### src/common/atc_pkg.sv
package atc_pkg;

   // Register byte addresses on the Wishbone bus (one register per aligned word)
   localparam logic [7:0] SP_HI_OFS    = 8'h00;
   localparam logic [7:0] SP_LO_OFS    = 8'h04;
   localparam logic [7:0] DEV_HI_OFS   = 8'h08;
   localparam logic [7:0] DEV_LO_OFS   = 8'h0C;
   localparam logic [7:0] EVT_STAT_OFS = 8'h10;
   localparam logic [7:0] EVT_CLR_OFS  = 8'h14;
   localparam logic [7:0] EVT_EN_OFS   = 8'h18;
   localparam logic [7:0] CH_BASE      = 8'h20;
   localparam logic [7:0] CH_STRIDE    = 8'h10;
   localparam logic [7:0] CH_CTRL_OFS  = 8'h00;
   localparam logic [7:0] CH_SRC_OFS   = 8'h04;
   localparam logic [7:0] CH_VHI_OFS   = 8'h08;
   localparam logic [7:0] CH_VLO_OFS   = 8'h0C;

   // Channel control field positions
   localparam int CTRL_EN_BIT   = 7;
   localparam int CTRL_POL_BIT  = 4;
   localparam int CTRL_EDGE_BIT = 3;
   localparam int CTRL_MODE_BIT = 0;
   localparam logic [7:0] CTRL_MASK = 8'h99;
   localparam logic [7:0] SRC_MASK  = 8'h07;

   // Widths and reset values
   localparam int PHASE_W  = 10;
   localparam int PERIOD_W = 15;
   localparam int DEV_W    = 16;
   localparam logic [7:0] CTRL_RST = 8'h00;
   localparam logic [2:0] SRC_RST  = 3'h0;
   localparam logic [9:0] VAL_RST  = 10'h000;
   localparam logic [15:0] DEV_RST = 16'h0000;

   // Capture source codes
   localparam logic [2:0] SRC_PIN     = 3'h0;
   localparam logic [2:0] SRC_CMP1    = 3'h1;
   localparam logic [2:0] SRC_CMP2    = 3'h2;
   localparam logic [2:0] SRC_LC1     = 3'h3;
   localparam logic [2:0] SRC_LC2     = 3'h4;
   localparam logic [2:0] SRC_LC3     = 3'h5;
   localparam logic [2:0] SRC_LC4     = 3'h6;
   localparam logic [2:0] SRC_WAVEGEN = 3'h7;

   typedef enum logic [1:0] {
      ATC_BUS_IDLE = 2'b01,
      ATC_BUS_ACK  = 2'b10
   } atc_bus_e;

endpackage

### src/logic/atc_setpoint_capcomp.sv
// Register access over Wishbone and the register offsets are this design's own decisions.
`timescale 1ns/100ps
// Notes on behaviour
// - Set-point high byte is buffered and applied when the low byte is written.
// - Read-only 16-bit deviation equals measured period minus set point.
// - Control bit 7 enables the channel; at 0 the channel does nothing.
// - Control bit 0 selects capture (1) or compare (0) mode.
// - Capture copies phase count on rising edge, or falling edge when bit 3 set.
// - In capture mode bit 4 makes the update pulse active low.
// - In compare mode output asserts on phase match; bit 4 sets polarity.
// - Three-bit source select picks pin, comparators, logic cells or wave generator.
// - In capture mode the 10-bit channel value is read-only captured phase.
// - In compare mode a phase match raises the channel event and output.
// - Channel value high byte is buffered and transferred on low byte write.
// - Unimplemented bits read as zero.
// - Reset clears control, source and value; set point is not reset.
// - Each capture or compare event sets the channel's sticky event flag.
// - Capture and compare use the live 10-bit phase count.
// - Deviation uses the 15-bit measured period.
module atc_setpoint_capcomp #(
   parameter int NCH = 3
) (
   input  wire logic                          clk,
   input  wire logic                          nrst,
   input  wire logic                          wb_cyc_i,
   input  wire logic                          wb_stb_i,
   input  wire logic                          wb_we_i,
   input  wire logic [7:0]                    wb_adr_i,
   input  wire logic [31:0]                   wb_dat_i,
   input  wire logic [3:0]                    wb_sel_i,
   output logic      [31:0]                   wb_dat_o,
   output logic                               wb_ack_o,
   input  wire logic [atc_pkg::PHASE_W-1:0]   phase_count,
   input  wire logic [atc_pkg::PERIOD_W-1:0]  measured_period,
   input  wire logic                          period_done,
   input  wire logic [NCH-1:0]                channel_pin,
   input  wire logic                          comparator_one_synced,
   input  wire logic                          comparator_two_synced,
   input  wire logic                          logic_cell_one_output,
   input  wire logic                          logic_cell_two_output,
   input  wire logic                          logic_cell_three_output,
   input  wire logic                          logic_cell_four_output,
   input  wire logic                          waveform_gen_irq,
   output logic      [NCH-1:0]                channel_output,
   output logic                               irq
);

   atc_pkg::atc_bus_e                bus_state_reg;
   logic [31:0]                      rd_data_reg;
   logic [31:0]                      rd_mux;
   logic                             wr_stb;
   logic [7:0]                       wr_byte;
   logic [7:0]                       word_adr;
   logic [6:0]                       sp_hi_buf_reg;
   logic [atc_pkg::PERIOD_W-1:0]     set_point_reg;
   logic [atc_pkg::DEV_W-1:0]        deviation_reg;
   logic [NCH-1:0]                   evt_stat_reg;
   logic [NCH-1:0]                   evt_en_reg;
   logic [NCH-1:0]                   evt_set;
   logic [NCH-1:0]                   evt_clr;
   logic [7:0]                       ctrl_reg  [NCH];
   logic [2:0]                       src_reg   [NCH];
   logic [atc_pkg::PHASE_W-1:0]      value_reg [NCH];

   assign word_adr = {wb_adr_i[7:2], 2'b00};
   assign wr_byte  = wb_dat_i[7:0];

   // Write takes effect on the edge where the master sees ack high
   assign wr_stb = wb_cyc_i && wb_stb_i && wb_we_i && wb_sel_i[0] &&
                   (bus_state_reg == atc_pkg::ATC_BUS_ACK);

   always_ff @(posedge clk or negedge nrst) begin
      if (!nrst) begin
         bus_state_reg <= atc_pkg::ATC_BUS_IDLE;
      end else begin
         case (bus_state_reg)
            atc_pkg::ATC_BUS_IDLE: begin
               if (wb_cyc_i && wb_stb_i) begin
                  bus_state_reg <= atc_pkg::ATC_BUS_ACK;
               end
            end
            atc_pkg::ATC_BUS_ACK: begin
               bus_state_reg <= atc_pkg::ATC_BUS_IDLE;
            end
            default: begin
               bus_state_reg <= atc_pkg::ATC_BUS_IDLE;
            end
         endcase
      end
   end

   assign wb_ack_o = (bus_state_reg == atc_pkg::ATC_BUS_ACK);

   always_ff @(posedge clk or negedge nrst) begin
      if (!nrst) begin
         rd_data_reg <= 32'h00000000;
      end else if (bus_state_reg == atc_pkg::ATC_BUS_IDLE && wb_cyc_i && wb_stb_i) begin
         rd_data_reg <= rd_mux;
      end
   end

   assign wb_dat_o = rd_data_reg;

   // Read mux; unmapped and unimplemented bits return zero
   always_comb begin
      rd_mux = 32'h00000000;
      case (word_adr)
         atc_pkg::SP_HI_OFS:    rd_mux[7:0] = {1'b0, set_point_reg[14:8]};
         atc_pkg::SP_LO_OFS:    rd_mux[7:0] = set_point_reg[7:0];
         atc_pkg::DEV_HI_OFS:   rd_mux[7:0] = deviation_reg[15:8];
         atc_pkg::DEV_LO_OFS:   rd_mux[7:0] = deviation_reg[7:0];
         atc_pkg::EVT_STAT_OFS: rd_mux[NCH-1:0] = evt_stat_reg;
         atc_pkg::EVT_EN_OFS:   rd_mux[NCH-1:0] = evt_en_reg;
         default: begin
            for (int i = 0; i < NCH; i++) begin
               if (word_adr == 8'(atc_pkg::CH_BASE + i * atc_pkg::CH_STRIDE + atc_pkg::CH_CTRL_OFS)) begin
                  rd_mux[7:0] = ctrl_reg[i] & atc_pkg::CTRL_MASK;
               end
               if (word_adr == 8'(atc_pkg::CH_BASE + i * atc_pkg::CH_STRIDE + atc_pkg::CH_SRC_OFS)) begin
                  rd_mux[2:0] = src_reg[i];
               end
               if (word_adr == 8'(atc_pkg::CH_BASE + i * atc_pkg::CH_STRIDE + atc_pkg::CH_VHI_OFS)) begin
                  rd_mux[1:0] = value_reg[i][9:8];
               end
               if (word_adr == 8'(atc_pkg::CH_BASE + i * atc_pkg::CH_STRIDE + atc_pkg::CH_VLO_OFS)) begin
                  rd_mux[7:0] = value_reg[i][7:0];
               end
            end
         end
      endcase
   end

   always_ff @(posedge clk or negedge nrst) begin
      if (!nrst) begin
         sp_hi_buf_reg <= 7'h00;
      end else if (wr_stb && word_adr == atc_pkg::SP_HI_OFS) begin
         sp_hi_buf_reg <= wr_byte[6:0];
      end
   end

   // No reset: the set point must survive warm resets, so it powers up unknown
   always_ff @(posedge clk) begin
      if (wr_stb && word_adr == atc_pkg::SP_LO_OFS) begin
         set_point_reg <= {sp_hi_buf_reg, wr_byte};
      end
   end

   always_ff @(posedge clk or negedge nrst) begin
      if (!nrst) begin
         deviation_reg <= atc_pkg::DEV_RST;
      end else if (period_done) begin
         deviation_reg <= {1'b0, measured_period} - {1'b0, set_point_reg};
      end
   end

   always_comb begin
      evt_clr = '0;
      if (wr_stb && word_adr == atc_pkg::EVT_CLR_OFS) begin
         evt_clr = wr_byte[NCH-1:0];
      end
   end

   // A new event in the clearing cycle wins over the clear
   always_ff @(posedge clk or negedge nrst) begin
      if (!nrst) begin
         evt_stat_reg <= '0;
      end else begin
         evt_stat_reg <= (evt_stat_reg & ~evt_clr) | evt_set;
      end
   end

   always_ff @(posedge clk or negedge nrst) begin
      if (!nrst) begin
         evt_en_reg <= '0;
      end else if (wr_stb && word_adr == atc_pkg::EVT_EN_OFS) begin
         evt_en_reg <= wr_byte[NCH-1:0];
      end
   end

   assign irq = |(evt_stat_reg & evt_en_reg);

   for (genvar g = 0; g < NCH; g++) begin : g_ch
      localparam logic [7:0] BASE = 8'(atc_pkg::CH_BASE + g * atc_pkg::CH_STRIDE);
      logic [2:0] pin_sync_reg;
      logic       pin_level_reg;
      logic       src_prev_reg;
      logic       src_level;
      logic       edge_hit;
      logic       match_prev_reg;
      logic       match;
      logic       enabled;
      logic       capture_mode;
      logic       active_level;
      logic [1:0] val_hi_buf_reg;
      logic       out_reg;

      assign enabled      = ctrl_reg[g][atc_pkg::CTRL_EN_BIT];
      assign capture_mode = ctrl_reg[g][atc_pkg::CTRL_MODE_BIT];

      always_ff @(posedge clk or negedge nrst) begin
         if (!nrst) begin
            ctrl_reg[g] <= atc_pkg::CTRL_RST;
         end else if (wr_stb && word_adr == BASE + atc_pkg::CH_CTRL_OFS) begin
            ctrl_reg[g] <= wr_byte & atc_pkg::CTRL_MASK;
         end
      end

      always_ff @(posedge clk or negedge nrst) begin
         if (!nrst) begin
            src_reg[g] <= atc_pkg::SRC_RST;
         end else if (wr_stb && word_adr == BASE + atc_pkg::CH_SRC_OFS) begin
            src_reg[g] <= wr_byte[2:0];
         end
      end

      // Pin is asynchronous; a change counts once stages two and three agree
      always_ff @(posedge clk or negedge nrst) begin
         if (!nrst) begin
            pin_sync_reg  <= 3'h0;
            pin_level_reg <= 1'b0;
         end else begin
            pin_sync_reg <= {pin_sync_reg[1:0], channel_pin[g]};
            if (pin_sync_reg[1] == pin_sync_reg[2]) begin
               pin_level_reg <= pin_sync_reg[2];
            end
         end
      end

      always_comb begin
         case (src_reg[g])
            atc_pkg::SRC_PIN:     src_level = pin_level_reg;
            atc_pkg::SRC_CMP1:    src_level = comparator_one_synced;
            atc_pkg::SRC_CMP2:    src_level = comparator_two_synced;
            atc_pkg::SRC_LC1:     src_level = logic_cell_one_output;
            atc_pkg::SRC_LC2:     src_level = logic_cell_two_output;
            atc_pkg::SRC_LC3:     src_level = logic_cell_three_output;
            atc_pkg::SRC_LC4:     src_level = logic_cell_four_output;
            atc_pkg::SRC_WAVEGEN: src_level = waveform_gen_irq;
            default:              src_level = 1'b0;
         endcase
      end

      always_ff @(posedge clk or negedge nrst) begin
         if (!nrst) begin
            src_prev_reg   <= 1'b0;
            match_prev_reg <= 1'b0;
         end else begin
            src_prev_reg   <= src_level;
            match_prev_reg <= match;
         end
      end

      assign edge_hit = ctrl_reg[g][atc_pkg::CTRL_EDGE_BIT] ? (src_prev_reg && !src_level)
                                                            : (!src_prev_reg && src_level);
      assign match    = enabled && !capture_mode && (phase_count == value_reg[g]);

      // Compare events fire once on entry to the match, not every cycle of it
      assign evt_set[g] = enabled && (capture_mode ? edge_hit : (match && !match_prev_reg));

      always_ff @(posedge clk or negedge nrst) begin
         if (!nrst) begin
            val_hi_buf_reg <= 2'h0;
         end else if (wr_stb && word_adr == BASE + atc_pkg::CH_VHI_OFS && !capture_mode) begin
            val_hi_buf_reg <= wr_byte[1:0];
         end
      end

      always_ff @(posedge clk or negedge nrst) begin
         if (!nrst) begin
            value_reg[g] <= atc_pkg::VAL_RST;
         end else if (enabled && capture_mode && edge_hit) begin
            value_reg[g] <= phase_count;
         end else if (wr_stb && word_adr == BASE + atc_pkg::CH_VLO_OFS && !capture_mode) begin
            value_reg[g] <= {val_hi_buf_reg, wr_byte};
         end
      end

      // Capture gives a one-cycle pulse; compare holds while phase matches
      assign active_level = capture_mode ? evt_set[g] : match;

      always_ff @(posedge clk or negedge nrst) begin
         if (!nrst) begin
            out_reg <= 1'b0;
         end else begin
            out_reg <= active_level ^ ctrl_reg[g][atc_pkg::CTRL_POL_BIT];
         end
      end

      assign channel_output[g] = out_reg;
   end

endmodule

### config.mk
export PLATFORM = sky130hd
export DESIGN_NAME = atc_setpoint_capcomp
export DESIGN_NICKNAME = d
export VERILOG_FILES = /design/src/common/atc_pkg.sv /design/src/logic/atc_setpoint_capcomp.sv
export SDC_FILE = /design/constraint.sdc
export NUM_CORES = 1
export LEC_CHECK = 0
export BUFFER_PORTS_ARGS = -buffer_cell sky130_fd_sc_hd__buf_4
export CAP_MARGIN = 15
export CORE_MARGIN = 1
export CORE_UTILIZATION = 63
export CTS_BUF_LIST = sky130_fd_sc_hd__clkbuf_8
export CTS_CLUSTER_DIAMETER = 50
export DETAILED_ROUTE_END_ITERATION = 8
export GPL_TIMING_DRIVEN = 0
export PLACE_DENSITY_LB_ADDON = 0.05
export SKIP_CTS_REPAIR_TIMING = 1
export SYNTH_ARGS = -nofsm -noshare
export SYNTH_HDL_FRONTEND = slang
export SYNTH_SLANG_ARGS = --single-unit
### constraint.sdc
create_clock -name clk -period 5.64 [get_ports clk]
set_input_delay 0.282 -clock clk [delete_from_list [all_inputs] [get_ports clk]]
set_output_delay 0.282 -clock clk [all_outputs]
set_load 0.01 [all_outputs]
Word level (Yosys, flattened, before mapping) --
Index checks and enable logic that the tools add are counted.
Storage, ports and cells: word-level logic and storage cells 201, register bits after elaboration 132, input port bits 85
Cells by class: eq/ne operators 48, muxes and demuxes 37, add/sub/neg operators 1, reductions and logical operators 74, bitwise gates (word level) 7
Operator list (count):
- two-way mux 10 bit | 6
- two-way mux 8 bit | 7
- logical AND 1 bit | 52
- equality test 6 x 4 -> 1 bit, second input constant | 8
- equality test 3 bit, second input constant | 12
- equality test 10 bit | 3
- one-hot mux 5 bit (5 select lines) | 1
- equality test 6 x 5 -> 1 bit, second input constant | 4
- one-hot mux 1 bit (8 select lines) | 3
- equality test 3 x 2 -> 1 bit, second input constant | 6
- equality test 6 x 3 -> 1 bit, second input constant | 3
- one-hot mux 3 bit (6 select lines) | 1
- subtractor 15 x 15 -> 16 bit | 1
- two-way mux 3 bit | 5
- equality test 6 x 2 -> 1 bit, second input constant | 2
- zero test 1 bit | 12
- two-way mux 2 bit | 5
- equality test 3 x 1 -> 1 bit, second input constant | 3
- zero test 3 bit | 3
- two-way mux 1 bit | 9
- zero test 8 bit | 1
- AND 3 bit | 2
- equality test 6 x 1 -> 1 bit, second input constant | 1
- nonzero test 2 bit | 3
- other kinds (10) | 14

Logic depth before layout (Yosys ltp) --
Gate-level depths: netlist (run 1).
depth after elaboration 16, mapped depth 9

Worst setup path after synthesis (run 1) --
Ideal clock, no wire load.
path type reg-to-reg, from reg set_point_reg[0] (netlist name), to reg deviation_reg[14] (netlist name), arrival 2118 ps, cell stages (with the launch flop) 9, clock period less this slack 2195 ps, setup slack 3445 ps, setup time 77 ps, cell sequence edfxtp_1 -> ha_1 -> fa_1 -> nand2b_1 -> a21oi_1 -> o22ai_2 -> o21ai_0 -> mux2_2 -> o21ai_1
Between the ends: cells in the longest elaborated chain, start to end 1
RTL lines:
- start, declared | RTL line atc_setpoint_capcomp.sv:55 | logic [atc_pkg::PERIOD_W-1:0] set_point_reg;
- start signal, assigned | RTL line atc_setpoint_capcomp.sv:144 | set_point_reg <= {sp_hi_buf_reg, wr_byte};
- subtractor 15 x 15 -> 16 bit | RTL line atc_setpoint_capcomp.sv:152 | deviation_reg <= {1'b0, measured_period} - {1'b0, set_point_reg};
- end signal, assigned | RTL line atc_setpoint_capcomp.sv:150 | deviation_reg <= atc_pkg::DEV_RST;
- end signal, assigned | RTL line atc_setpoint_capcomp.sv:152
- end, declared | RTL line atc_setpoint_capcomp.sv:56 | logic [atc_pkg::DEV_W-1:0] deviation_reg;
No other way between the ends. A chain may end at the register's enable or synchronous reset.

Worst setup path after layout (run 1) --
Same ends and word-level chain as after synthesis.

==> reports/metrics.csv, run 1 <==
stage;metric;value;unit
status;status;complete, no violations;
cells_and_area;largest_register_ffs;30;
synth;avgSynthCellArea;10.9;um^2
sta;drv_slew;0;
synth;synthFlopType;dfrtp_1;
worst_setup_path;cp_slowest_cell;fa_1;
sta;holdWs;0.0361;ns
grt;grt.total_usage;0.344;
sta;slew_headroom;0.425;
min_path;hold_path_end;set_point_reg[1];
worst_setup_path;critPathLaunchType;register;
worst_setup_path;cp-end-kind;register;
worst_setup_path;r2r_start;set_point_reg[0];
placement;gp_congestion;0.904;
detailed_routing;viasPerCell;6.22;
detailed_routing;vias;5896;
worst_setup_path;path_cells;ha_1, fa_1, nand2b_1, a21oi_1, o22ai_2, o21ai_0, mux2_2, o21ai_1;
sta;worstMarginPinSlew;0.854;ns
grt;grt_antenna_before_repair;0;
placement;place_area;0.00818;mm^2
placement;io_buffers;57;
power_and_ir_drop;powerDensity;240;mW/mm^2
die;die_h;111;um
clock_tree;cts_buffers;17;
worst_setup_path;ff2ff_setup_slack;3.09;ns
sta;finalSetupViolations;0;
grt;grt_pass1_wl;31.7;mm
worst_setup_path;worstPathRequired;6.04;ns
synth;ys_seq_area_frac;0.454;
clock_tree;htree_levels;4;
synth;synth.top_cells.by_area;dfrtp_1 (39%), mux2_2 (7.3%), edfxtp_1 (6.1%);
clock_tree;clk_pin_slew;0.08;ns
synth;synth-edff-count;15;
grt;use_met2;0.514;
synth;yosysUniqueCellTypes;67;
cells_and_area;final_common_cell;dfrtp_1;
synth;synth_top_cell_area_share;0.390;
grt;grt_busiest_layer;met2;
grt;gr-total-overflow;0;
clock_tree;clock_latency;0.47;ns
die;core-area;0.0115;mm^2
sta;clock_skew;0.0102;ns
detailed_routing;drt_iter0_drc;667;
cells_and_area;utilization;0.752;
clock_tree;cts_sinks;132;
synth;synth_area_leader_cell;dfrtp_1;
cells_and_area;postLayoutCellArea;0.00862;mm^2
detailed_routing;drc;0;
min_path;hp-start;wb_dat_i[1];
cells_and_area;drive_above_1_share;0.287;
clock_tree;cts_tree;yes;
sta;fin_crit;2.55;ns
power_and_ir_drop;finalPower;2.07;mW
min_path;hold_path_depth;1;
grt;grt_pass1_vias;5897;
cells_and_area;n_fill_cell;801;
worst_setup_path;crit_type;reg2reg;
detailed_routing;wire_per_inst;21.1;um
placement;pre_cts_ws;3.10;ns
placement;hpwl;15.1;mm
synth;netlist_instances;685;
sta;min_period_over_period;0.452;
sta;fmax;392;MHz
cells_and_area;layout.cells.non_filler;948;
sta;setup_tns;0;ns
worst_setup_path;path_delay_family;compound AO/OA/AOI/OAI gates;
cells_and_area;area_growth_syn_to_layout;15.9;%
die;initial_utilization;0.649;
grt;grtUsageMet3;0.108;
min_path;hold_class;in2reg;
die;rows;39;
clock_tree;ctsLongestPathBuffers;2;
grt;grt_max_degree;100;
power_and_ir_drop;cellLeakagePower;3.85;nW
sta;rsz0062_at_grt;false;
worst_setup_path;worstRegToRegCells;8;
detailed_routing;ant_nets;0;
sta;fin_ws;3.09;ns
synth;ys_ff_latch;132;
detailed_routing;wl;20.0;mm
clock_tree;clockRootBuffer;clkbuf_8;
worst_setup_path;r2r-end;deviation_reg[14];
synth;yosysWarnings;0;
cells_and_area;final_cell_mix;dfrtp_1 (116), buf_4 (83), inv_1 (58);
synth;async_flop_share;0.886;
die;dieArea;0.0122;mm^2
placement;placed_cells;911;
die;io_pins;122;
grt;gr-usage-met1;0.465;
worst_setup_path;cp_max_fo;4;
detailed_routing;drt-pass1-iter-count;5;
worst_setup_path;crit_buf_inv;0;
synth;syn-cell-area;0.00744;mm^2
worst_setup_path;cp.arrival;2.94;ns
power_and_ir_drop;max-vdd-ir-drop;0.304;mV
sta;hold_violations;0;
cells_and_area;diodes;0;
run;maxCapViolCount;0;
die;die_w;111;um
cells_and_area;nets;893;
worst_setup_path;critPathMaxStageDelay;0.41;ns
cell type report:
| type | count | area, um^2 | share of cell area |
|---|---|---|---|
| Clock buffer | 17 | 234 | 0.0271 |
| Buffer | 63 | 374 | 0.0434 |
| Clock inverter | 15 | 158 | 0.0183 |
| Sequential cell | 132 | 3380 | 0.392 |
| Inverter | 58 | 218 | 0.0253 |
| Timing Repair Buffer | 65 | 526 | 0.0610 |
| Tap cell | 143 | 179 | 0.0208 |
| Multi-Input combinational cell | 455 | 3550 | 0.412 |
where the power goes:
part | leakage, nW | total, mW | switching [mW] | internal [mW]
Clock | 0.200 | 0.799 | 0.430 | 0.369
Combinational | 2.10 | 0.258 | 0.143 | 0.116
Sequential | 1.55 | 1.01 | 0.0180 | 0.991
Total | 3.85 | 2.07 | 0.591 | 1.48
cells by family after synthesis:
family | share of synthesized area
muxes | 0.129
xor gates and xnor gates | 0.0495
AOI/OAI and AO/OA | 0.153
other | 0.000504
and+or+nand+nor | 0.102
buffers and inverters | 0.0796
DFF | 0.454
adders and majority gates | 0.0320
cell usage after synthesis, types with 11 or more instances:
cell type,instances
edfxtp_1,15
inv_1,58
o21ai_0,19
dfrtp_1,116
nand2_1,39
xnor2_1,22
o21ai_2,30
mux2_2,48
a22oi_1,35
buf_4,27
nor2_1,34
buf_2,11
ha_1,15
xor2_1,20
nor3_1,11
nor4_1,11
a21oi_1,16
clkbuf_1,20
metal layers:
metal	up-vias	share of wire	wire length (um)
met5	-	0	0
met4	0	0.032	649
met3	63	0.11	2140
met2	339	0.46	9130
met1	2847	0.41	8130
li1	2647	-	-
worst max path at each step:
stage                       start                 to  slack, ns  cells after the start
2_1_floorplan    set_point_reg[0]  deviation_reg[14]       3.45                      8
3_3_place_gp   measured_period[0]  deviation_reg[14]       3.12                     10
3_5_place_dp     set_point_reg[0]  deviation_reg[14]       3.10                      8
4_1_cts          set_point_reg[0]  deviation_reg[14]       3.07                      8
5_1_grt          set_point_reg[0]  deviation_reg[14]       2.93                      8
6_report         set_point_reg[0]  deviation_reg[14]       3.09                      8
Note: power is estimated with default switching activity, not from simulation.
==> inputs of run 2 (changes only) <==
--- a/config.mk
+++ b/config.mk
@@ -5,10 +5,11 @@
 export SDC_FILE = /design/constraint.sdc
 export NUM_CORES = 1
 export LEC_CHECK = 0
+export ABC_AREA = 1
 export BUFFER_PORTS_ARGS = -buffer_cell sky130_fd_sc_hd__buf_4
 export CAP_MARGIN = 15
 export CORE_MARGIN = 1
-export CORE_UTILIZATION = 63
+export CORE_UTILIZATION = 59
 export CTS_BUF_LIST = sky130_fd_sc_hd__clkbuf_8
 export CTS_CLUSTER_DIAMETER = 50
 export DETAILED_ROUTE_END_ITERATION = 8
==> constraint.sdc (replaced) <==
create_clock -name clk -period 2.5 [get_ports clk]
set_input_delay 0.125 -clock clk [delete_from_list [all_inputs] [get_ports clk]]
set_output_delay 0.125 -clock clk [all_outputs]
set_load 0.01 [all_outputs]
==> run 2 against run 1 <==
  * Worst hold slack got worse by 0.033 ns
  * Sequential power increased by 130%
  * Cell count increased by 32%
  * Die area increased by 6.6%
  * Power increased by 130%
  * Highest routed layer unchanged
==> reports/metrics.csv, run 2 <==
stage;metric;value;unit
clock_tree;clk_pin_slew;0.08;ns
die;initial_utilization;0.611;
cells_and_area;largest_register_ffs;30;
worst_setup_path;worstPathRequired;2.84;ns
grt;gr-total-overflow;0;
power_and_ir_drop;seqPwrFrac;0.488;
clock_tree;cts_buffers;17;
clock_tree;cts_tree;yes;
synth;netlist_instances;953;
synth;synth-edff-count;15;
synth;synth_area_leader_cell;dfrtp_1;
worst_setup_path;path_cells;inv_1, ha_1, a21oi_1, a21boi_0, nand3_1, nand2_1, inv_1, o21ai_0, nand3_1, nand3_1, nand2_1;
worst_setup_path;crit_buf_inv;2;
grt;grt.total_usage;0.330;
synth;syn-cell-area;0.00743;mm^2
power_and_ir_drop;p_switching;1.18;mW
cells_and_area;diodes;0;
detailed_routing;drt-pass1-iter-count;5;
cells_and_area;area_growth_syn_to_layout;18.2;%
die;io_pins;122;
die;dieArea;0.0130;mm^2
detailed_routing;wl;20.1;mm
detailed_routing;drc;0;
synth;synthFlopType;dfrtp_1;
placement;pre_cts_ws;0.251;ns
grt;grt_pass1_wl;32.2;mm
run;maxCapViolCount;0;
sta;hold_violations;0;
power_and_ir_drop;netSwitchingFraction;0.253;
sta;fmax;437;MHz
synth;synth_top_cell_area_share;0.391;
power_and_ir_drop;p_int;3.49;mW
worst_setup_path;crit_top_cell;nand3_1;
synth;synth.top_cells.by_area;dfrtp_1 (39%), nand2_1 (16%), edfxtp_1 (6.1%);
synth;ys_ff_latch;132;
synth;yosysUniqueCellTypes;52;
worst_setup_path;critPathMaxStageDelay;0.41;ns
die;core-area;0.0122;mm^2
grt;grt_max_degree;68;
synth;synth.most_common_cell;nand2_1;
sta;rsz0062_at_grt;false;
min_path;hold_class;in2reg;
worst_setup_path;path_delay_family;compound AO/OA/AOI/OAI gates;
worst_setup_path;critPathLaunchType;register;
cells_and_area;utilization;0.723;
detailed_routing;drt_iter0_drc;666;
detailed_routing;wire_per_inst;16.0;um
cells_and_area;final_common_cell;nand2_1;
clock_tree;ctsLongestPathBuffers;2;
power_and_ir_drop;pwr-share-clk;0.393;
sta;setup_tns;0;ns
grt;grt_pass1_vias;6289;
clock_tree;cts_sinks;132;
sta;clock_skew;0.0135;ns
worst_setup_path;cp_max_fo;4;
sta;fin_ws;0.213;ns
placement;gp_congestion;0.951;
status;status;complete, no violations;
sta;drv_slew;0;
sta;worstMarginPinSlew;0.569;ns
cells_and_area;final_cell_mix;nand2_1 (308), dfrtp_1 (116), inv_1 (97);
clock_tree;clockRootBuffer;clkbuf_8;
power_and_ir_drop;cellLeakagePower;4.40;nW
power_and_ir_drop;power_frac_comb;0.119;
placement;hpwl;15.2;mm
worst_setup_path;cp.arrival;2.63;ns
detailed_routing;viasPerCell;5.43;
detailed_routing;vias;6809;
grt;grt_antenna_before_repair;0;
power_and_ir_drop;max-vdd-ir-drop;0.456;mV
detailed_routing;ant_nets;0;
die;die_h;114;um
clock_tree;clock_latency;0.46;ns
worst_setup_path;cp-end-kind;register;
sta;finalSetupViolations;0;
cells_and_area;drive_above_1_share;0.147;
die;die_w;114;um
worst_setup_path;cp_slowest_cell;a21boi_0;
synth;async_flop_share;0.886;
worst_setup_path;crit_type;reg2reg;
cells_and_area;nets;1175;
cells_and_area;n_fill_cell;983;
synth;synth_top_cells_by_count;nand2_1 (308), dfrtp_1 (116), inv_1 (94);
synth;yosysWarnings;0;
clock_tree;htree_levels;4;
synth;avgSynthCellArea;7.80;um^2
synth;ys_seq_area_frac;0.455;
sta;fin_crit;2.29;ns
placement;io_buffers;61;
die;rows;40;
power_and_ir_drop;finalPower;4.67;mW
power_and_ir_drop;powerDensity;531;mW/mm^2
sta;holdWs;0.00298;ns
sta;min_period_over_period;0.915;
sta;slew_headroom;0.619;
[run 2: layout make-up]
| type | instances | area, um^2 | share of cell area |
|---|---|---|---|
| Multi-Input combinational cell | 691 | 3450 | 0.392 |
| Sequential cell | 132 | 3380 | 0.385 |
| Timing Repair Buffer | 79 | 657 | 0.0748 |
| Inverter | 111 | 417 | 0.0474 |
| Buffer | 42 | 274 | 0.0312 |
| Clock buffer | 19 | 262 | 0.0298 |
| Tap cell | 168 | 210 | 0.0239 |
| Clock inverter | 13 | 140 | 0.0159 |
[run 2: logic make-up after synthesis]
kind of cell	synth area share
flops	0.455
simple gates	0.282
mux	0.00303
buf+inv	0.0929
compound gates	0.107
xor+xnor	0.0271
fa+ha+maj	0.0320
other cells	0.000505
[run 2: metrics by stage]
step	instances	area (um^2)
2_1_floorplan	976	7520
3_3_place_gp	1205	8190
3_5_place_dp	1207	8230
4_1_cts	1239	8630
5_1_grt	1255	8790
6_report	1255	8790
[run 2: worst paths after layout]
path                            slack, ns  cells after the start                      end                     from
worst min register to register       0.35                      0  g_ch[1].pin_sync_reg[1]  g_ch[1].pin_sync_reg[0]
min in group asynchronous            0.17                      2  g_ch[2].pin_sync_reg[1]                     nrst
worst min-delay path                0.003                      3            value_reg[21]           phase_count[1]
worst max-delay path                 0.21                     11        deviation_reg[11]         set_point_reg[8]
worst max register to register       0.21                     11        deviation_reg[11]         set_point_reg[8]
max in group asynchronous            1.59                      3         bus_state_reg[0]                     nrst
[run 2: worst reg2reg max path: stages, from the launching register on]
cell,delay [ns]
edfxtp_1,0.36
inv_1,0.14
ha_1,0.31
a21oi_1,0.21
a21boi_0,0.41
nand3_1,0.16
nand2_1,0.09
inv_1,0.06
o21ai_0,0.20
nand3_1,0.10
nand3_1,0.09
nand2_1,0.06
[run 2: power by group through the flow]
stage               combinational (mW)  sequential [mW]  clock (mW)
floorplan                        0.284             2.32           0
global placement                 0.515             2.32           0
detailed placement               0.527             2.32           0
CTS                              0.530             2.28        1.86
global route                     0.612             2.28        1.95
finish                           0.553             2.28        1.84
[run 2: layer usage]
| layer | global-route usage | part of all wire | up-vias |
|---|---|---|---|
| li1 | - | - | 3329 |
| met1 | 0.432 | 0.44 | 3167 |
| met4 | 0.114 | 0.029 | 0 |
| met5 | 0 | 0 | - |
| met2 | 0.546 | 0.48 | 270 |
| met3 | 0.0704 | 0.056 | 43 |
